`config.mk`:
```
export PLATFORM = sky130hd
export DESIGN_NAME = aifs_fault_status
export DESIGN_NICKNAME = d
export VERILOG_FILES = /design/src/pkg/aifs_pkg.sv /design/src/pkg/aifs_alarm_if.sv /design/src/aifs_alarm_latch.sv /design/src/aifs_fault_status.sv
export SDC_FILE = /design/constraint.sdc
export NUM_CORES = 1
export LEC_CHECK = 0
export BUFFER_PORTS_ARGS = -buffer_cell sky130_fd_sc_hd__buf_4
export CAP_MARGIN = 40
export CORE_AREA = 2 2 318 320
export CTS_CLUSTER_DIAMETER = 120
export DETAILED_ROUTE_END_ITERATION = 8
export DIE_AREA = 0 0 320 322
export HOLD_SLACK_MARGIN = 0.12
export PLACE_DENSITY = 0.53
export SYNTH_ARGS = -nofsm -noshare
export SYNTH_HDL_FRONTEND = slang
export SYNTH_SLANG_ARGS = --single-unit
```
`constraint.sdc`:
```
create_clock -name clock -period 1.82 [get_ports clock]
set_input_delay 0.273 -clock clock [delete_from_list [all_inputs] [get_ports clock]]
set_output_delay 0.273 -clock clock [all_outputs]
set_load 0.02 [all_outputs]
```
`src/pkg/aifs_pkg.sv`:
```
// Package of constants and types for the analog input fault and status words
package aifs_pkg;
   localparam int                NUM_CH         = 16;
   localparam int                ALARM_W        = 5;
   // Module summary word positions
   localparam int                MSW_GROUP_BIT  = 15;
   localparam int                MSW_CALIB_BIT  = 10;
   localparam int                MSW_CALERR_BIT = 9;
   localparam logic [15:0]       MSW_RESET      = 16'h0000;
   // Channel condition word positions
   localparam int                CCW_CALERR_BIT = 7;
   localparam int                CCW_BELOW_BIT  = 6;
   localparam int                CCW_ABOVE_BIT  = 5;
   localparam int                CCW_SLOPE_BIT  = 4;
   localparam int                CCW_LOW_BIT    = 3;
   localparam int                CCW_HIGH_BIT   = 2;
   localparam int                CCW_LOLO_BIT   = 1;
   localparam int                CCW_HIHI_BIT   = 0;
   localparam logic [7:0]        CCW_RESET      = 8'h00;
   // Fill patterns of the channel fault word
   localparam logic [15:0]       FILL_SINGLE    = 16'hFFFF;
   localparam logic [15:0]       FILL_DIFF      = 16'h00FF;
   localparam logic [15:0]       FILL_HSDIFF    = 16'h000F;
   localparam logic [15:0]       FILL_COMMLOSS  = 16'hFFFF;
   localparam logic [15:0]       PCFW_RESET     = 16'h0000;
   // Active channel counts
   localparam logic [4:0]        CNT_SINGLE     = 5'h10;
   localparam logic [4:0]        CNT_DIFF       = 5'h08;
   localparam logic [4:0]        CNT_HSDIFF     = 5'h04;

   // Wiring format
   typedef enum logic [1:0] {
      AIFS_WIRE_SINGLE = 2'h0,
      AIFS_WIRE_DIFF   = 2'h1,
      AIFS_WIRE_HSDIFF = 2'h3
   } aifs_wire_e;

   // Publication sequencer: idle, capture, publish
   typedef enum logic [1:0] {
      AIFS_ST_IDLE    = 2'h0,
      AIFS_ST_CAPTURE = 2'h1,
      AIFS_ST_PUBLISH = 2'h3
   } aifs_state_e;

   // Mask of active channels for a wiring format
   function automatic logic [15:0] active_mask(input aifs_wire_e wire_fmt);
      case (wire_fmt)
         AIFS_WIRE_SINGLE: active_mask = FILL_SINGLE;
         AIFS_WIRE_DIFF:   active_mask = FILL_DIFF;
         AIFS_WIRE_HSDIFF: active_mask = FILL_HSDIFF;
         default:          active_mask = FILL_SINGLE;
      endcase
   endfunction : active_mask
endpackage : aifs_pkg

```
`src/pkg/aifs_alarm_if.sv`:
```
// Interface carrying one channel's alarm inputs and latched results
interface aifs_alarm_if;
   logic [4:0] rawAlarm;
   logic [4:0] deadband;
   logic [4:0] latchEn;
   logic [4:0] unlatch;
   logic [4:0] alarmState;
   modport core (input rawAlarm, input deadband, input latchEn, input unlatch,
                 output alarmState);
   modport user (output rawAlarm, output deadband, output latchEn, output unlatch,
                 input alarmState);
endinterface : aifs_alarm_if

```
`src/aifs_alarm_latch.sv`:
```
// Alarm holding logic for one channel: trigger, deadband hold and latching
module aifs_alarm_latch (
   // Clock and reset
   input  wire logic   clock,
   input  wire logic   reset_n,
   // Alarm group
   aifs_alarm_if.core  alm
);
   logic [4:0] alarm_r;

   // hold and latch
   // Set wins over unlatch so a fresh trip in the clearing cycle stays visible
   always_ff @(posedge clock or negedge reset_n) begin
      if (!reset_n) begin
         alarm_r <= 5'h00;
      end else begin
         alarm_r <= alm.rawAlarm
                  | (alarm_r & alm.deadband)
                  | (alarm_r & alm.latchEn & ~alm.unlatch);
      end
   end

   assign alm.alarmState = alarm_r;
endmodule : aifs_alarm_latch

```
`src/aifs_fault_status.sv`:
```
// Fault and status word aggregation for a sixteen-channel analog input module
// Behaviour
// The fault and status words are published together with each channel data multicast.
// Summary bit 15 is set whenever any channel fault word bit is set.
// Summary bit 10 is set while any channel is being calibrated.
// Summary bit 9 is the OR of all per-channel calibration error bits.
// Summary bits 11 to 14 always read zero.
// In normal operation channel fault bit n follows channel n below or above range.
// Active channels are 16 single-ended, 8 differential, 4 high-speed differential.
// During calibration the fault word is FFFF, 00FF or 000F by wiring format.
// On loss of owner communication the fault word reads FFFF in any format.
// Condition word bits are cal error, below, above, slope, low, high, low-low, high-high.
// One condition word exists per active channel; inactive ones read zero.
// Process and slope alarms never reach the fault or summary words.
// Below range when input is at or under minimum, above when at or over maximum.
// Alarms clear past the trigger point unless held by deadband or latching.
// After reset every word reads zero until a conversion and link state are seen; the code waits only for the first conversion.
module aifs_fault_status (
   // Clock and reset
   input  wire logic                        clock,
   input  wire logic                        reset_n,
   // Configuration
   input  wire aifs_pkg::aifs_wire_e        wireFormat,
   // Conversion results: done strobe, one sample per channel, shared range limits
   input  wire logic                        convDone,
   input  wire logic signed [15:0]          sampleValue [16],
   input  wire logic signed [15:0]          minDetect,
   input  wire logic signed [15:0]          maxDetect,
   // Calibration state per channel
   input  wire logic [15:0]                 calBusy,
   input  wire logic [15:0]                 calError,
   // Alarm detector results per channel, bit order slope, low, high, low-low, high-high
   input  wire logic [4:0]                  rawAlarm [16],
   input  wire logic [4:0]                  deadbandHold [16],
   input  wire logic [4:0]                  latchEnable [16],
   input  wire logic [4:0]                  unlatchReq [16],
   // Owner link
   input  wire logic                        commLost,
   input  wire logic                        multicastReq,
   // Published words
   output logic [15:0]                      module_summary_word,
   output logic [15:0]                      per_channel_fault_word,
   output logic [7:0]                       channel_condition_word [16],
   output logic [4:0]                       activeCount,
   output logic                             multicastValid
);
   aifs_pkg::aifs_state_e state_r;
   aifs_pkg::aifs_state_e state_nxt;
   logic [15:0]           below;
   logic [15:0]           above;
   logic [15:0]           actMask;
   logic [15:0]           faultWord;
   logic [15:0]           summaryWord;
   logic [7:0]            condWord [16];
   logic [4:0]            alarmHeld [16];
   logic                  seenConv_r;
   logic                  commA_r;
   logic                  commB_r;
   logic                  commC_r;
   logic                  commLost_r;

   // Owner link status comes from another domain, three stages then agree
   always_ff @(posedge clock or negedge reset_n) begin
      if (!reset_n) begin
         commA_r <= 1'b0;
         commB_r <= 1'b0;
         commC_r <= 1'b0;
      end else begin
         commA_r <= commLost;
         commB_r <= commA_r;
         commC_r <= commB_r;
      end
   end

   // Accepted link state changes only when the last two stages agree
   always_ff @(posedge clock or negedge reset_n) begin
      if (!reset_n) begin
         commLost_r <= 1'b0;
      end else if (commB_r == commC_r) begin
         commLost_r <= commC_r;
      end
   end

   // first conversion seen
   always_ff @(posedge clock or negedge reset_n) begin
      if (!reset_n) begin
         seenConv_r <= 1'b0;
      end else if (convDone) begin
         seenConv_r <= 1'b1;
      end
   end

   // active channel mask
   assign actMask = aifs_pkg::active_mask(wireFormat);

   // Per-channel alarm holding and range compare
   for (genvar ch = 0; ch < aifs_pkg::NUM_CH; ch++) begin : g_ch
      aifs_alarm_if alm ();
      assign alm.rawAlarm = rawAlarm[ch];
      assign alm.deadband = deadbandHold[ch];
      assign alm.latchEn  = latchEnable[ch];
      assign alm.unlatch  = unlatchReq[ch];
      assign alarmHeld[ch] = alm.alarmState;

      aifs_alarm_latch u_alarm (
         .clock   (clock),
         .reset_n (reset_n),
         .alm     (alm)
      );

      // inclusive range limits
      assign below[ch] = actMask[ch] && (sampleValue[ch] <= minDetect);
      assign above[ch] = actMask[ch] && (sampleValue[ch] >= maxDetect);

      // condition word layout
      // inactive channels read zero
      always_comb begin
         condWord[ch] = aifs_pkg::CCW_RESET;
         if (actMask[ch]) begin
            condWord[ch][aifs_pkg::CCW_CALERR_BIT] = calError[ch];
            condWord[ch][aifs_pkg::CCW_BELOW_BIT]  = below[ch];
            condWord[ch][aifs_pkg::CCW_ABOVE_BIT]  = above[ch];
            condWord[ch][aifs_pkg::CCW_SLOPE_BIT]  = alarmHeld[ch][4];
            condWord[ch][aifs_pkg::CCW_LOW_BIT]    = alarmHeld[ch][3];
            condWord[ch][aifs_pkg::CCW_HIGH_BIT]   = alarmHeld[ch][2];
            condWord[ch][aifs_pkg::CCW_LOLO_BIT]   = alarmHeld[ch][1];
            condWord[ch][aifs_pkg::CCW_HIHI_BIT]   = alarmHeld[ch][0];
         end
      end
   end

   // Channel fault word with fill priority: link loss, then calibration
   always_comb begin
      if (commLost_r) begin
         // link loss fill
         faultWord = aifs_pkg::FILL_COMMLOSS;
      end else if (|(calBusy & actMask)) begin
         // calibration fill
         faultWord = actMask;
      end else begin
         // range faults only
         // alarms excluded
         faultWord = below | above;
      end
   end

   // Summary word; unused bits stay zero
   always_comb begin
      summaryWord = aifs_pkg::MSW_RESET;
      // group summary
      summaryWord[aifs_pkg::MSW_GROUP_BIT]  = |faultWord;
      // calibrating flag
      summaryWord[aifs_pkg::MSW_CALIB_BIT]  = |(calBusy & actMask);
      // calibration error OR
      summaryWord[aifs_pkg::MSW_CALERR_BIT] = |(calError & actMask);
      // bits 11 to 14 zero by the default above
   end

   // Sequencer: capture on request, publish for one cycle
   always_comb begin
      case (state_r)
         aifs_pkg::AIFS_ST_IDLE:    state_nxt = (multicastReq && seenConv_r)
                                               ? aifs_pkg::AIFS_ST_CAPTURE
                                               : aifs_pkg::AIFS_ST_IDLE;
         aifs_pkg::AIFS_ST_CAPTURE: state_nxt = aifs_pkg::AIFS_ST_PUBLISH;
         aifs_pkg::AIFS_ST_PUBLISH: state_nxt = aifs_pkg::AIFS_ST_IDLE;
         default:                   state_nxt = aifs_pkg::AIFS_ST_IDLE;
      endcase
   end

   always_ff @(posedge clock or negedge reset_n) begin
      if (!reset_n) begin
         state_r <= aifs_pkg::AIFS_ST_IDLE;
      end else begin
         state_r <= state_nxt;
      end
   end

   // words captured together with the multicast
   // cleared at reset, held zero until first conversion
   always_ff @(posedge clock or negedge reset_n) begin
      if (!reset_n) begin
         module_summary_word    <= aifs_pkg::MSW_RESET;
         per_channel_fault_word <= aifs_pkg::PCFW_RESET;
         for (int i = 0; i < aifs_pkg::NUM_CH; i++) begin
            channel_condition_word[i] <= aifs_pkg::CCW_RESET;
         end
      end else if (state_r == aifs_pkg::AIFS_ST_CAPTURE) begin
         module_summary_word    <= summaryWord;
         per_channel_fault_word <= faultWord;
         for (int i = 0; i < aifs_pkg::NUM_CH; i++) begin
            channel_condition_word[i] <= condWord[i];
         end
      end
   end

   // Valid marks the cycle in which the captured set is stable
   always_ff @(posedge clock or negedge reset_n) begin
      if (!reset_n) begin
         multicastValid <= 1'b0;
      end else begin
         multicastValid <= (state_nxt == aifs_pkg::AIFS_ST_PUBLISH);
      end
   end

   // number of condition words published
   always_ff @(posedge clock or negedge reset_n) begin
      if (!reset_n) begin
         activeCount <= aifs_pkg::CNT_SINGLE;
      end else begin
         case (wireFormat)
            aifs_pkg::AIFS_WIRE_SINGLE: activeCount <= aifs_pkg::CNT_SINGLE;
            aifs_pkg::AIFS_WIRE_DIFF:   activeCount <= aifs_pkg::CNT_DIFF;
            aifs_pkg::AIFS_WIRE_HSDIFF: activeCount <= aifs_pkg::CNT_HSDIFF;
            default:                    activeCount <= aifs_pkg::CNT_SINGLE;
         endcase
      end
   end
endmodule : aifs_fault_status

```
# Word-level counts from Yosys, hierarchy flattened
# Index checks and enable logic that the tools add are counted.
[classes]
order_cmp = 32
n_eq_ne = 5
n_mux = 22
bitwise_logic = 99
reduce_logical = 37
[op_table]
columns = ["cell", "n"]
rows = [
  ["$ge 16x16->1", 16],
  ["$le 16x16->1", 16],
  ["$and 5x5->5", 48],
  ["$or 5x5->5", 32],
  ["$mux 8", 16],
  ["$not 5->5", 16],
  ["$reduce_or 16->1", 3],
  ["$logic_and 1x1->1", 33],
  ["$and 16x16->16", 2],
  ["$mux 16", 2],
  ["$pmux 16 s2", 1],
  ["$or 16x16->16", 1],
  ["$pmux 5 s2", 1],
  ["$eq 2x1->1 const B", 2],
  ["$eq 2x2->1 const B", 2],
  ["$pmux 2 s2", 1],
  ["$logic_not 2->1", 1],
  ["$eq 1x1->1", 1],
  ["$mux 1", 1],
]
[totals]
regBits = 240
output_inout_bits = 166
wordCells = 237

# Depth between registers and ports, before layout
# Gate-level depths: netlist of the first run.
[logic_depth]
ltp_word = 7
mapped_depth = 11
depth_no_buf = 11

# Hierarchy
# From an unflattened synthesis of the first run, not the netlist that was laid out.
[hier_totals]
hier_cells = 2265
area_unflattened_um2 = 20410.8
[by_module_without_submodules]
columns = ["module", "instances", "cells_per_inst", "area_per_inst_um2"]
rows = [
  ["aifs_fault_status", 1, 1945, 17307.8],
  ["aifs_alarm_latch", 16, 20, 193.9],
]

# Least setup slack after synthesis of the first run
# Ideal clock, no wire load.
[synth_path]
kind = "input to register"
startpoint = "in maxDetect[13]"
endpoint = "reg module_summary_word[15]"
setup_time_ns = 0.135
arrival_ns = 2.585
path_slack_ns = -0.900
path_stages = 11
path_buffers = 0
cell_sequence = "inv_1 > ha_1 > a21o_1 > a2111oi_2 > o31a_1 > o41ai_1 > mux2_4 > o31ai_4 > nand4bb_1 > nor4bb_1 > a31oi_1"
[synth_via]
elab_chain_cells = 6
word_cells_on_any_way = 36
cone_classes = "order compare: 16; mux: 2; bitwise: 1; reduce/logical: 17"
[synth_rtl]
columns = ["element", "line_no", "source"]
rows = [
  ["start: declaration", "aifs_fault_status.sv:28", "input wire logic signed [15:0] maxDetect,"],
  ["$ge 16x16->1", "aifs_fault_status.sv:113", "assign above[ch] = actMask[ch] && (sampleValue[ch] >= maxDetect);"],
  ["$logic_and 1x1->1", "aifs_fault_status.sv:113", ""],
  ["$or 16x16->16 *", "aifs_fault_status.sv:143", "faultWord = below | above;"],
  ["$mux 16 *", "aifs_fault_status.sv:137", "end else if (|(calBusy & actMask)) begin"],
  ["$mux 16 *", "aifs_fault_status.sv:134", "if (commLost_r) begin"],
  ["$reduce_or 16->1 *", "aifs_fault_status.sv:151", "summaryWord[aifs_pkg::MSW_GROUP_BIT] = |faultWord;"],
  ["end signal: assignment", "aifs_fault_status.sv:183", "module_summary_word <= aifs_pkg::MSW_RESET;"],
  ["end signal: assignment", "aifs_fault_status.sv:189", "module_summary_word <= summaryWord;"],
  ["end: declaration", "aifs_fault_status.sv:41", "output logic [15:0] module_summary_word,"],
]
# Every way passes the cells marked *; elsewhere a longest branch is shown, timed or not.
# A chain may end at the register's enable or synchronous reset.

# Final worst setup path of the first run
[layout_path]
startpoint = "in minDetect[10]"
endpoint = "reg module_summary_word[15]"
[layout_via]
elab_chain_cells = 6
word_cells_on_any_way = 36
cone_classes = "order compare: 16; mux: 2; bitwise: 1; reduce/logical: 17"
[layout_rtl]
columns = ["element", "line_no", "source"]
rows = [
  ["start: declaration", "aifs_fault_status.sv:27", "input wire logic signed [15:0] minDetect,"],
  ["$le 16x16->1", "aifs_fault_status.sv:112", "assign below[ch] = actMask[ch] && (sampleValue[ch] <= minDetect);"],
  ["$logic_and 1x1->1", "aifs_fault_status.sv:112", ""],
  ["$or 16x16->16 *", "aifs_fault_status.sv:143", ""],
  ["$mux 16 *", "aifs_fault_status.sv:137", ""],
  ["$mux 16 *", "aifs_fault_status.sv:134", ""],
  ["$reduce_or 16->1 *", "aifs_fault_status.sv:151", ""],
]
# Marks and branches as above.

==> run summary, run 1 <==
The combined global-route utilization of all metal layers is 22.2%. In this run the tool buffered the top-level ports with 797 buffer cells. The cell count after synthesis came out at 2263. Headroom to the max-slew limit came out at 55.4%. The CTS buffer count is 27. Yosys mapped a number of flops with a built-in enable equal to 0. The count of nets after finishing is 4879.

The checks that failed: negative setup slack. For the pin with the worst max-slew slack, the measured transition is 0.662 ns. STA classifies the critical path startpoint as an input pin.

The DRC violation count after routing came out at 0. The post-synth design cell area came out at 20800 sq um. The horizontal die dimension came out at 320 um.

The worst setup path is of the input pin to flop kind. The routed wire length per instance came out at 23.9 um. The number of antenna-violating nets in the routed design is 0. The power after layout is 30.0 mW.

The maximum number of pins on one net before global-route repair is 61. The worst min-delay path class is input pin to async pin. The number of endpoints failing setup at the final stage came out at 37. The starting DRC count in detailed routing came out at 1305. The number of register bits inferred by synthesis is 237. The number of H-tree branching levels came out at 1.

The number of filler instances in the final layout is 9949. The most used flip-flop cell after synthesis is dfrtp_1. The first-pass GRT wire length is 168000 um. Once detailed placement completed, the half-perimeter wirelength came to 97800 um. TritonCTS built the clock tree. The count of final hold-check violations was 0.

ha_1 takes more of the synthesized area than any other cell. The first-pass iteration count of the detailed router is 5. After floorplanning, the core was divided into 116 placement rows. The number of vias per cell after detailed routing came out at 4.74. Prior to clock tree synthesis, the placed netlist has a worst setup slack of -1.44 ns.

The clock-pin slew on the worst setup and hold paths came out at 0.06 ns. The worst-case IR drop observed on VDD is 0.716 mV. The peak clock frequency supported by timing came out at 405 MHz. Setup repair after global routing could not meet its margin everywhere.

The worst clock skew is 0.0130 ns. The proportion of synthesized chip area in sequential cells came out at 28.5%. The worst path arrival time came out at 2.90 ns. The final clock period utilization by the worst path came out at 136%. The maximum fanout encountered on the critical timing path is 7. The global placer's final weighted congestion is 0.956.

After detailed routing, the total wire length is 120000 um. CTS placed an instance of clkbuf_16 at the clock tree root. The cell area power density is 783 nW/um^2. The register-to-register path setup slack is -0.13 ns. The number of pins with negative max-slew slack in the final report came to 0.

STA puts the critical path data required time at 2.26 ns. The mean post-synth cell area is 9.19 sq um. The total via count in the routed design came out at 23900. The via count of the first global-routing pass came out at 24300. The starting density of the core came out at 20.9%. The standard cell area after detailed placement is 32200 sq um. The clock passes through at most 3 buffers. Setup slack on the critical path of the routed design comes to -0.648 ns. In this run the vertical extent of the chip is 322 um. The static leakage is 18.1 nW.

The reported max-cap violation count is 0. By instance count, the leading cell after synthesis is ha_1. The number of antenna violations at the first check in global routing came to 13. The clock period minus final worst setup slack is 2.47 ns. The total clock sinks came out at 237. Of the cells placed in the final design, the portion with a size suffix greater than 1 is 43.8%.

The later pin in the worst-skew pair is clocked with a latency of 0.57 ns. For this run the aggregate overflow at the end of global routing stands at 0. The count of cell types in the netlist came out at 83.

The Yosys step of the flow raised 0 warnings. The core region is 99600 sq um. The fraction of registers with async set/reset is 100%. The number of top-level pins is 813. The die covers 103000 sq um. By count the netlist is led by ha_1, nand2_1, dfrtp_1. The post-route cell area is 38300 sq um.

Ranked by total cell area, the synthesized netlist is headed by ha_1, dfrtp_1, nand2_1. The top cell type's share of synthesized area came out at 30.8%. The final cell utilization of the core is 38.5%.

The area growth from synthesis to layout is 84.3%. The worst setup path is captured at a flop. The flow ran to the end, but the final reports show violations.
==> per-layer routing <==
layer | vias to the layer above | track usage (%) | wire length (um)
li1 | 11400 | - | -
met1 | 11400 | 26.5 | 47900
met2 | 946 | 39.0 | 57900
met3 | 206 | 4.83 | 8880
met4 | 6 | 8.30 | 5690
met5 | - | 0 | 37
==> cell families (layout without fill, tap and decap cells) <==
group / after synthesis / after routing / synth area share [%]
mux: 9 / 9 / 0.469
buf+inv: 123 / 1585 / 2.51
simple gates: 760 / 760 / 18.8
compound gates: 616 / 616 / 18.7
flops: 237 / 237 / 28.5
fa+ha+maj: 513 / 513 / 30.8
other cells: 1 / 24 / 0.0180
xor+xnor: 4 / 4 / 0.168
==> worst max-delay path, cell delays in order <==
cell and delay (ns):
buf_4 0.12, inv_2 0.26, buf_8 0.17, ha_1 0.23
nand4_1 0.15, nor3_1 0.08, a21boi_1 0.13, or4_4 0.56
mux2i_4 0.25, a21oi_4 0.09, nand4bb_1 0.17, nor4bb_1 0.29
a31oi_1 0.12
==> repair_timing <==
action	in CTS	in global routing
endpoints found under the setup margin	37	48
hold buffers	183	0
hold endpoints to repair	338	0
resized for setup	247	179
gates cloned	1	2
setup buffers	69	52
pin swaps	96	97
==> area by class of cell <==
cell class	count	area, sq um	share of cell area (%)
diodes	9	22.5	0.0587
clock buffers	36	779	2.03
clock inverters	12	128	0.333
inverters	73	338	0.881
multi-input cells	1917	16700	43.6
flip-flops and latches	237	5930	15.5
well taps	1298	1620	4.24
repair buffers	1464	12800	33.4
==> stage by stage <==
step / cells / TNS [ns] / hold WS, ns
global route: 5044 / -10.10 / 0.168
global placement: 4698 / -39.30 / 0.182
floorplan: 2277 / -12.63 / -0.0226
CTS: 4993 / -4.93 / 0.140
finish: 5046 / -7.78 / 0.185
detailed placement: 4699 / -38.38 / 0.181
==> layout by cell type, fill, tap and decap left out, types with 34 or more instances in the layout <==
| cell | count |
|---|---|
| buf_4 | 1130 |
| ha_1 | 416 |
| nand2_1 | 263 |
| dfrtp_1 | 236 |
| dlygate4sd3_1 | 182 |
| o21ai_0 | 155 |
| a21oi_1 | 127 |
| nor2b_1 | 105 |
| ha_4 | 95 |
| nand2b_1 | 89 |
| nand4_1 | 89 |
| a21o_1 | 83 |
| buf_12 | 78 |
| nor2_1 | 67 |
| buf_6 | 57 |
| inv_1 | 47 |
| a22o_1 | 34 |
==> power breakdown <==
part / internal (mW) / total (mW) / leakage, nW / switching, mW
registers: 6.95 / 7.99 / 2.74 / 1.04
clock network: 3.29 / 5.76 / 0.439 / 2.47
logic: 7.28 / 16.3 / 14.9 / 8.98
==> sequential cells by signal, summed over array words and instances, names as in the netlist, 3 cells and up <==
register,flops
module_summary_word,3
per_channel_fault_word,16
activeCount,3
g_ch.u_alarm.alm.alarmState,80
channel_condition_word,128
==> worst paths after layout <==
| check | startpoint | endpoint | depth (start not counted) |
|---|---|---|---|
| worst max-delay path | minDetect[10] | module_summary_word[15] | 13 |
| worst min-delay path | reset_n | channel_condition_word[87] | 2 |
| worst max register to register | commLost_r | module_summary_word[15] | 6 |
| worst min register to register | commA_r | commB_r | 0 |
| max in group asynchronous | reset_n | channel_condition_word[9] | 3 |
| min in group clock | wireFormat[1] | activeCount[2] | 4 |
Power figures use the tool's default switching activity.
==> run 2: changes to the inputs <==
--- a/config.mk
+++ b/config.mk
@@ -12,7 +12,6 @@
 export DETAILED_ROUTE_END_ITERATION = 8
 export DIE_AREA = 0 0 320 322
 export HOLD_SLACK_MARGIN = 0.12
-export PLACE_DENSITY = 0.53
 export SYNTH_ARGS = -nofsm -noshare
 export SYNTH_HDL_FRONTEND = slang
 export SYNTH_SLANG_ARGS = --single-unit
==> run 2 against run 1 <==
  * The flow still finishes with violations (negative setup slack)
  * Die area unchanged
  * Sequential power about the same
  * Total power down 1.4%
  * Core utilization down 0.44 points
  * Sequential cell count unchanged
  * Count of clock-buffer cells in the layout fell by 2
  * Combinational power shrank 3%
  * Hold slack got worse by 0.012 ns
==> run summary, run 2 (synthesized netlist as in run 1, its figures left out) <==
The clock latency reported for the late side of the worst-skew pair came out at 0.57 ns. Setup repair after global routing could not meet its margin everywhere. From bottom edge to top edge, the die measures 322 um. The worst min-delay path class is input pin to flop. Along the worst path, the maximum fanout reaches 5.

The final clock period utilization by the worst path came out at 139%. The worst setup path is captured at a flop. The number of pins with negative max-slew slack in the final report is 0. In this run the number of H-tree levels came out at 1. The worst path arrival time is 2.98 ns.

The number of antenna violations at the first check in global routing came to 21. The sum of negative setup slack is -7.43 ns. The die covers 103000 sq um.

The post-route cell area is 37900 sq um. The flow ran to the end, but the final reports show violations. The maximum number of pins on one net before global-route repair came out at 114. The first-pass iteration count of the detailed router came out at 5. The total number of placement rows is 116.

The combined global-route utilization of all metal layers is 22.2%. The final reports fail on negative setup slack. The number of flip-flops under the largest register name came out at 128. The horizontal die dimension is 320 um. After detailed routing, the average wire length per cell comes to 23.8 um. Counting the buffers created by CTS gives 26. The clock period minus final worst setup slack came out at 2.53 ns.

The total routed wirelength is 119000 um. The number of buffer and inverter instances along the worst setup path is 5. The first-pass GRT wire length is 167000 um. The cell area power density is 781 nW/um^2.

The worst clock skew came out at 0.00987 ns. The library cells used most frequently in the layout, excluding fill and tap cells, are buf_4, ha_1, nand2_1. The worst setup path is launched from an input pin. The buffer type at the clock tree root is clkbuf_16.

The post-placement setup slack came out at -1.83 ns. The number of I/O port buffers is 797. The critical path is of the input pin to flop type. The library cell used most frequently in the layout, excluding fill and tap cells, is buf_4. The congestion estimate from routability-driven global placement came to 0.969. The starting density of the core is 20.9%. The half-perimeter wire length after placement came out at 97200 um. The count of final hold-check violations came out at 0. The count of nets after finishing came out at 4847. The share of layout cells above drive strength 1 came out at 43.2%.

The clock-pin slew on the worst setup and hold paths came out at 0.07 ns. The maximum clock path buffer count came out at 3. The number of endpoints failing setup at the final stage came out at 36. After detailed routing, the number of vias per cell comes to 4.77. The worst stage delay on the critical path is 0.55 ns. TritonCTS built the clock tree. Pin placement for this block handled 813 I/O pins. The headroom to the max-slew limit came out at 48.3%. The total clock sinks is 237.

After detailed placement, the total cell area comes to 32200 sq um. The detail route stage leaves a number of antenna-violating nets equal to 0. On the critical path the largest part of the delay comes from simple AND/OR/NAND/NOR gates. The peak clock frequency supported by timing came out at 395 MHz. The via count of the first global-routing pass is 24200. The maximum resistive drop on vdd is 0.796 mV. The synthesis-to-finish area growth is 82.2%. Setup slack on the critical path of the routed design comes to -0.714 ns. The required time reported for the critical path endpoint is 2.27 ns. In this run the static leakage power is 18.0 nW. In the routed design, unresolved DRC markers number 0. Walking the worst path, the cells encountered are buf_6, clkinvlp_4, buf_12, buf_12, ha_4, nand4_1, buf_4, a211oi_2, or4_4, xor2_4, o31ai_4, nand4_1, nor4bb_4, a31oi_1. The total congestion overflow is 0.

The slowest cell on the critical path is or4_4. The core area came out at 99600 sq um. The reported max-cap violation count is 0. Ranked by flip-flop count, first place goes to channel_condition_word. The final route contains 24000 vias. The slew at the pin closest to its max-slew limit is 0.772 ns.

The starting DRC count in detailed routing came out at 1373.
-- run 2: routing by layer --
metal	share of wire (%)	vias to the layer above	GRT usage (%)
met4	4.1	0	8.28
li1	-	11300	-
met1	40	11500	26.6
met3	7.0	206	4.00
met5	0	-	0
met2	49	927	39.2
-- run 2: path summary, 6_finish.rpt --
path | start | endpoint | slack [ns] | cells after the start
worst max-delay path | minDetect[9] | module_summary_word[15] | -0.71 | 14
worst min register to register | commA_r | commB_r | 0.35 | 0
max in group asynchronous | reset_n | channel_condition_word[106] | 0.89 | 3
worst max register to register | commLost_r | module_summary_word[15] | -0.21 | 6
worst min-delay path | wireFormat[1] | activeCount[2] | 0.17 | 4
min in group asynchronous | reset_n | g_ch[13].u_alarm.alm.alarmState[4] | 0.20 | 2
-- run 2: power by group --
| group | internal [mW] | total, mW | leakage [nW] | switching [mW] |
|---|---|---|---|---|
| clock | 3.38 | 5.80 | 0.456 | 2.42 |
| sequential | 6.95 | 7.98 | 2.74 | 1.03 |
| combinational | 6.99 | 15.8 | 14.8 | 8.83 |
| total | 17.3 | 29.6 | 18.0 | 12.3 |
-- run 2: worst reg2reg max path: stages (launching register included) --
cell and delay, ns:
dfrtp_1 0.37, or3_1 0.54, nor4_1 0.23, buf_4 0.18, nand4_1 0.14, nor4bb_4 0.34
a31oi_1 0.11
-- run 2: final cells by class --
type / instances / area (sq um)
fill: 10000 / 61700
clock buffer: 34 / 762
inverter: 73 / 344
sequential: 237 / 5930
clock inverter: 14 / 161
multi-input combinational: 1917 / 16700
timing repair buffer: 1433 / 12300
antenna: 15 / 37.5
tap: 1298 / 1620
-- run 2: what timing repair did --
item / in CTS / in global routing
pin swaps: 93 / 139
gates cloned: 2 / 1
endpoints found under the hold margin: 336 / 0
hold buffers: 181 / 0
setup buffers: 49 / 45
setup endpoints to repair: 41 / 45
gates resized for setup: 233 / 182
-- run 2: stage by stage --
step	hold WS (ns)	utilization [%]	power, mW	instances
after CTS	0.144	36.8	29.5	4977
final	0.173	38.1	29.6	5021
after global placement	0.211	32.3	22.3	4704
after detailed placement	0.210	32.3	22.5	4705
after global routing	0.176	38.1	31.5	5021
after floorplan	-0.0226	-	14.4	2277
